<file path="src/shared/irp_pkg.sv">
// Constants for the register-pointer serial target port.
// Assumes a 10 MHz system clock and a serial bus clocked by the far controller.
package irp_pkg;
  localparam logic [6:0] TARGET_ADDR     = 7'h32;
  localparam logic [7:0] PTR_RESET       = 8'h00;
  localparam logic [7:0] PTR_STEP        = 8'h01;
  localparam logic [7:0] PTR_TOP         = 8'hFF;
  localparam logic [3:0] BITS_PER_BYTE   = 4'h8;
  localparam logic [3:0] LAST_TX_BIT     = 4'h7;
  localparam logic       DIR_WRITE       = 1'b0;
  localparam int         ADDR_WIDTH      = 8;
  localparam int         DATA_WIDTH      = 8;
  localparam int         CLK_PERIOD_NS   = 100;
  localparam int         STD_SCL_KHZ     = 100;
  localparam int         FAST_SCL_KHZ    = 400;
  localparam int         STD_SCL_CYC     = 1_000_000 / (STD_SCL_KHZ * CLK_PERIOD_NS);
  localparam int         FAST_SCL_CYC    = 1_000_000 / (FAST_SCL_KHZ * CLK_PERIOD_NS);
  localparam int         SYNC_STAGES     = 2;

  typedef enum logic [3:0] {
    ST_IDLE, ST_ADDR, ST_ADDR_ACK, ST_PTR, ST_PTR_ACK,
    ST_WDATA, ST_WDATA_ACK, ST_RDATA, ST_RACK
  } irp_state_t;
endpackage : irp_pkg

</file>
<file path="src/shared/irp_mem_if.sv">
// Connection between the serial target and its register store.
// Assumes both ends run on the same system clock.
`timescale 1ns/10ps
interface irp_mem_if;
  logic       we;
  logic [7:0] addr;
  logic [7:0] wdata;
  logic [7:0] rdata;
  modport ctrl (output we, output addr, output wdata, input rdata);
  modport mem  (input we, input addr, input wdata, output rdata);
endinterface : irp_mem_if

</file>
<file path="src/verilog/irp_reg_mem.sv">
// Register store of 256 bytes with one write port and a registered read port.
// Assumes the controller holds the address steady while it expects read data.
`timescale 1ns/10ps
module irp_reg_mem
  import irp_pkg::*;
(
  input  wire logic clk,
  input  wire logic clkEn,
  input  wire logic sys_rst,
  irp_mem_if.mem    port
);
  logic [DATA_WIDTH-1:0] store [0:(1<<ADDR_WIDTH)-1];

  // Writes land on the addressed register.
  always_ff @(posedge clk) begin
    if (clkEn && port.we) begin
      store[port.addr] <= port.wdata;
    end
  end

  // Read data follow the current address one cycle later whenever clkEn is high.
  always_ff @(posedge clk) begin
    if (sys_rst) begin
      port.rdata <= 8'h00;
    end else if (clkEn) begin
      port.rdata <= store[port.addr];
    end
  end
endmodule : irp_reg_mem

</file>
<file path="src/verilog/irp_target.sv">
// Serial bus target that reaches an internal register store through a byte pointer.
// Assumes SCL and SDA arrive asynchronously from pins and that the controller never
// stretches the clock; the SDA pin is open drain and resolved outside.
// Functional notes
// - The port works with serial clocks up to 100 kHz and up to 400 kHz.
// - Only the 7-bit target address 32 hex is answered; other addresses are ignored.
// - Every register read or write acts on the register the pointer names.
// - The pointer steps by one after each register byte read or written.
// - The pointer is eight bits wide and steps from FF hex to 00 hex silently.
// - A write is start, address with bit 0, ack, pointer, ack, acked data bytes, stop.
`timescale 1ns/10ps
module irp_target
  import irp_pkg::*;
(
  input  wire logic       clk,
  input  wire logic       clkEn,
  input  wire logic       sys_rst,
  input  wire logic       sclIn,
  input  wire logic       sdaIn,
  output logic            sdaOut,
  output logic            sdaOe,
  output logic [7:0]      regPtr,
  output logic            selected
);
  irp_mem_if  memBus ();
  irp_state_t state;
  logic [1:0] sclSync;
  logic [1:0] sdaSync;
  logic       sclLast;
  logic       sdaLast;
  logic [3:0] bitCnt;
  logic [7:0] rxShift;
  logic [7:0] txShift;
  logic       readDir;
  logic       hostNack;
  logic       next_sdaOe;
  logic       sclRise;
  logic       sclFall;
  logic       startSeen;
  logic       stopSeen;
  logic       byteIn;
  logic       byteOut;
  logic       ptrLoad;
  logic       ptrInc;

  function automatic logic is_rx(input irp_state_t s);
    return (s == ST_ADDR) || (s == ST_PTR) || (s == ST_WDATA);
  endfunction : is_rx

  function automatic logic is_ack(input irp_state_t s);
    return (s == ST_ADDR_ACK) || (s == ST_PTR_ACK) || (s == ST_WDATA_ACK);
  endfunction : is_ack

  irp_reg_mem u_mem (
    .clk     (clk),
    .clkEn   (clkEn),
    .sys_rst (sys_rst),
    .port    (memBus.mem)
  );

  // Two-stage synchronisers, then one more stage for edge detection.
  always_ff @(posedge clk) begin
    if (sys_rst) begin
      sclSync <= 2'b11;
      sdaSync <= 2'b11;
      sclLast <= 1'b1;
      sdaLast <= 1'b1;
    end else if (clkEn) begin
      sclSync <= {sclSync[0], sclIn};
      sdaSync <= {sdaSync[0], sdaIn};
      sclLast <= sclSync[1];
      sdaLast <= sdaSync[1];
    end
  end

  assign sclRise   = sclSync[1] && !sclLast;
  assign sclFall   = !sclSync[1] && sclLast;
  assign startSeen = sclSync[1] && sclLast && sdaLast && !sdaSync[1];
  assign stopSeen  = sclSync[1] && sclLast && !sdaLast && sdaSync[1];
  assign byteIn    = sclFall && is_rx(state) && (bitCnt == BITS_PER_BYTE);
  assign byteOut   = sclFall && (state == ST_RDATA) && (bitCnt == LAST_TX_BIT);
  assign ptrLoad   = byteIn && (state == ST_PTR);
  assign ptrInc    = (byteIn && (state == ST_WDATA)) || byteOut;

  // Memory access always uses the pointer.
  assign memBus.addr  = regPtr;
  assign memBus.wdata = rxShift;
  assign memBus.we    = clkEn && byteIn && (state == ST_WDATA);

  // Byte pointer: loaded by a write, stepped after each data byte, wraps at the top.
  always_ff @(posedge clk) begin
    if (sys_rst) begin
      regPtr <= PTR_RESET;
    end else if (clkEn) begin
      if (ptrLoad) begin
        regPtr <= rxShift;
      end else if (ptrInc) begin
        regPtr <= 8'(regPtr + PTR_STEP);
      end
    end
  end

  // Receive shifter and host acknowledge sample.
  always_ff @(posedge clk) begin
    if (sys_rst) begin
      rxShift  <= 8'h00;
      hostNack <= 1'b1;
    end else if (clkEn && sclRise) begin
      if (is_rx(state)) begin
        rxShift <= {rxShift[6:0], sdaSync[1]};
      end
      if (state == ST_RACK) begin
        hostNack <= sdaSync[1];
      end
    end
  end

  // Protocol sequencer.
  always_ff @(posedge clk) begin
    if (sys_rst) begin
      state   <= ST_IDLE;
      bitCnt  <= 4'h0;
      readDir <= 1'b0;
      txShift <= 8'h00;
    end else if (clkEn) begin
      if (startSeen) begin
        state  <= ST_ADDR;
        bitCnt <= 4'h0;
      end else if (stopSeen) begin
        state <= ST_IDLE;
      end else if (sclRise && is_rx(state)) begin
        bitCnt <= 4'(bitCnt + 4'h1);
      end else if (sclFall) begin
        case (state)
          ST_ADDR: begin
            if (bitCnt == BITS_PER_BYTE) begin
              if (rxShift[7:1] == TARGET_ADDR) begin
                state   <= ST_ADDR_ACK;
                readDir <= (rxShift[0] != DIR_WRITE);
              end else begin
                state <= ST_IDLE;
              end
            end
          end
          ST_PTR: begin
            if (bitCnt == BITS_PER_BYTE) begin
              state <= ST_PTR_ACK;
            end
          end
          ST_WDATA: begin
            if (bitCnt == BITS_PER_BYTE) begin
              state <= ST_WDATA_ACK;
            end
          end
          ST_ADDR_ACK: begin
            bitCnt <= 4'h0;
            if (readDir) begin
              state   <= ST_RDATA;
              txShift <= memBus.rdata;
            end else begin
              state <= ST_PTR;
            end
          end
          ST_PTR_ACK, ST_WDATA_ACK: begin
            bitCnt <= 4'h0;
            state  <= ST_WDATA;
          end
          ST_RDATA: begin
            if (bitCnt == LAST_TX_BIT) begin
              state <= ST_RACK;
            end else begin
              bitCnt  <= 4'(bitCnt + 4'h1);
              txShift <= {txShift[6:0], 1'b0};
            end
          end
          ST_RACK: begin
            bitCnt <= 4'h0;
            if (hostNack) begin
              state <= ST_IDLE;
            end else begin
              state   <= ST_RDATA;
              txShift <= memBus.rdata;
            end
          end
          default: begin
            state <= ST_IDLE;
          end
        endcase
      end
    end
  end

  // Open-drain data pin: pull low for acks and for zero bits of read data.
  always_comb begin
    next_sdaOe = 1'b0;
    if (is_ack(state)) begin
      next_sdaOe = 1'b1;
    end else if (state == ST_RDATA) begin
      next_sdaOe = !txShift[7];
    end
  end

  always_ff @(posedge clk) begin
    if (sys_rst) begin
      sdaOe <= 1'b0;
    end else if (clkEn) begin
      sdaOe <= next_sdaOe;
    end
  end

  assign sdaOut   = 1'b0;
  assign selected = (state != ST_IDLE) && (state != ST_ADDR);
endmodule : irp_target

</file>
<file path="config.mk">
export PLATFORM = sky130hd
export DESIGN_NAME = irp_target
export DESIGN_NICKNAME = d
export VERILOG_FILES = /design/src/shared/irp_pkg.sv /design/src/shared/irp_mem_if.sv /design/src/verilog/irp_reg_mem.sv /design/src/verilog/irp_target.sv
export SDC_FILE = /design/constraint.sdc
export NUM_CORES = 2
export LEC_CHECK = 0
export BUFFER_PORTS_ARGS = -buffer_cell sky130_fd_sc_hd__clkbuf_2
export CAP_MARGIN = 20
export CORE_MARGIN = 3
export CORE_UTILIZATION = 55
export DETAILED_ROUTE_END_ITERATION = 10
export GPL_ROUTABILITY_DRIVEN = 0
export PLACE_DENSITY = 0.7
export RECOVER_POWER = 25
export SLEW_MARGIN = 20
export SYNTH_ARGS = -nofsm -noshare
export SYNTH_HDL_FRONTEND = slang
export SYNTH_SLANG_ARGS = --single-unit
</file>
<file path="constraint.sdc">
create_clock -name clk -period 7 [get_ports clk]
set_clock_uncertainty 0.1 [all_clocks]
set_input_delay 0.35 -clock clk [delete_from_list [all_inputs] [get_ports clk]]
set_output_delay 0.35 -clock clk [all_outputs]
set_load 0.01 [all_outputs]
</file>
==> metrics <==
outcome=finished with violations; failing checks=capacitance limit, slew limit; die width=392 um; antenna violations before repair=2; Hold Path Class=in -> reg; worst setup path endpoint=u_mem.store[45][1]; maximum root-to-sink buffer count=3; Top Family by Delay on Critical Path=buffers and inverters; unrepaired setup endpoints after global routing=false; max-slew violations=842; crit-path max cell delay=3.15 ns; synth unique cells=74; Detailed Routing Iterations Pass 1=7; CTS tree=built; core area=0.148 mm^2; Leak Pwr=30.0 nW; Layout area overhead=9.98%; f_max=193 MHz; grt met2 use=38.0%; filler instances=10100; clk root buf=clkbuf_16; crit path from=memBus.wdata[1]; Setup Fix Bufs, Post-CTS=0; post-synth top area cell=edfxtp_1; Pwr Total=23.9 mW; initial DRC count=5321; Cell Chain, Critical Path=clkbuf_1; global route hottest layer=met1; CP endpoint kind=register; Slew HR=-193%; Syn Nets=3908; total number of vias=40300; MaxCap Viol Count=13; gr ovfl total=0; final worst path period share=74.1%; kind of critical path=reg -> reg; antenna-violating nets left=0; IO Port Bufs=14; DP Area=0.0839 mm^2; Critical-path top delay cell=clkbuf_1; Synth Cell Area=0.0820 mm^2; Starting Density=55.4%; clk sinks=2097; power density over the cells=265 mW/mm^2; residual DRC count=0; Seq cells post-synth=2097; Syn. warnings=0; Avg Vias per Cell=6.65; FP Rows=141; worst skew pair latency=0.84 ns; Clock transition at path regs=0.06 ns; r2r setup slk=1.82 ns; top cell type's share of synthesized area=75.0%; final non-filler cell area=0.0902 mm^2; vias in the first global route=39800; Worst-Margin Slew=4.40 ns; share of cells above drive strength 1=22.3%; register area share after synthesis=76.2%; Async SR Flop Fraction=0%; worst reg-to-reg path cell count=1; final hold vios=0; DRT Wirelength=196000 um; H-Tree Depth=4; GRT Util Overall=25.9%; EDFF count, synth=2048; WP buf/inv=1; cells after synthesis=3897; Avg WL per Cell=32.3 um; Max FO, Critical Path=86; Critical Path Source Type=register; CTS buffer count=201; Stages on worst setup path=1; Mapped Avg Cell Area=21.1 um^2; ys flop type=edfxtp_1; DIE AREA=0.154 mm^2; worst r2r src=memBus.wdata[1]; Worst Path Arrival=5.07 ns; r2r endpoint=u_mem.store[45][1]; io pins=16; met3 Usage GRT=6.07%; Final Setup Violations=0; Detailed Place HPWL=117000 um; maximum vdd ir drop=0.214 mV; nets=3974; first-pass GRT wire length=285000 um; pin count of the biggest net entering global routing=231; top cells by area, synth=edfxtp_1 (75%), mux4_2 (15%), mux2i_1 (1.9%); die height=392 um; GRT met1 Usage=38.4%; worst path required time=6.89 ns; min cycle time layout=5.18 ns; TNS Setup=0 ns
==> power by group <==
group | internal [mW] | switching, mW | leakage (nW)
clock | 5.67 | 4.63 | 3.04
sequential | 13.6 | 0.00540 | 21.8
combinational | 0.0136 | 0.0310 | 5.14
total | 19.2 | 4.67 | 30.0
==> worst min-delay path by stage <==
stage | start | end | slack, ns | cells past startpoint
2_1_floorplan | sclSync[0] | sclSync[0] | 0.34 | 2
3_3_place_gp | u_mem.port.rdata[0] | txShift[0] | 0.36 | 2
3_5_place_dp | sdaOe | sdaOe | 0.36 | 2
4_1_cts | sdaIn | sdaSync[0] | 0.12 | 4
5_1_grt | sdaIn | sdaSync[0] | 0.20 | 4
6_report | sdaIn | sdaSync[0] | 0.18 | 4
==> synth_stat cells (all sizes together), types with 7 or more instances <==
cell / number
nor2: 310
and2: 12
o211ai: 8
a22oi: 51
a2111oi: 13
o22ai: 52
nand4: 7
mux2i: 155
o21ai: 54
nand2b: 12
a32oi: 12
mux4: 531
edfxtp: 2048
a211oi: 15
a21oi: 40
nor3: 26
or3: 9
dfxtp: 49
inv: 13
nand2: 105
nand3: 42
nor2b: 16
buf: 154
clkbuf: 82
==> flip-flops by register name (all words and copies together), names as in the netlist <==
register / cells
sdaSync: 2
txShift: 8
regPtr: 8
sclLast: 1
sdaOe: 1
memBus.wdata: 8
bitCnt: 4
sdaLast: 1
u_mem.port.rdata: 8
hostNack: 1
state: 4
sclSync: 2
u_mem.store: 2048
readDir: 1
==> repair_timing <==
item,in CTS,in global routing
endpoints found under the hold margin,34,0
hold buffers,3,0
resized for setup,0,0
==> layout make-up <==
type,instances,area [um^2],share of cell area [%]
multi-input cells,1551,18100,20.1
diodes,1,2.50,0.00277
repair buffers,99,860,0.953
clock inverters,111,908,1.01
flip-flops and latches,2097,62500,69.3
well taps,1930,2410,2.68
clock buffers,263,5380,5.96
inverters,13,53.8,0.0596
==> through the flow <==
step / util, % / hold WS, ns / cells / setup WS (ns)
after floorplan: - / 0.341 / 3897 / 2.12
after global placement: 56.7 / 0.360 / 5684 / 2.26
after detailed placement: 56.7 / 0.363 / 5685 / 2.15
after CTS: 61.0 / 0.123 / 6062 / 2.10
after global routing: 61.0 / 0.200 / 6064 / 1.42
final: 61.0 / 0.176 / 6065 / 1.82
==> routing by layer <==
| metal | routed length, um | vias up |
|---|---|---|
| li1 | - | 16300 |
| met1 | 77500 | 21200 |
| met2 | 90100 | 2347 |
| met3 | 20400 | 403 |
| met4 | 7690 | 2 |
| met5 | 13 | - |
==> cell families (layout without fill, tap and decap cells) <==
logic type | count (synthesis) | in the layout | share of synthesized area [%]
compound gates | 290 | 290 | 2.41
mux | 689 | 689 | 16.5
simple gates | 562 | 562 | 2.98
buf+inv | 249 | 486 | 1.80
xor+xnor | 3 | 3 | 0.0320
flops | 2097 | 2097 | 76.2
fa+ha+maj | 6 | 6 | 0.0915
other cells | 1 | 2 | 0.00457
==> placed cells by master (no fill, tap or decap), drive strengths merged, types with 8 or more instances in the layout <==
cell type	count
nor2	310
nor2b	16
a21oi	40
nand3	42
clkbuf	284
clkinv	92
edfxtp	2048
or3	9
o211ai	8
mux2i	155
nand2b	12
a32oi	12
buf	75
dfxtp	49
nor3	26
a211oi	15
clkinvlp	8
a22oi	51
and2	12
a2111oi	13
o22ai	52
inv	18
o21ai	54
nand2	105
mux4	531
Power figures use the tool's default switching activity.
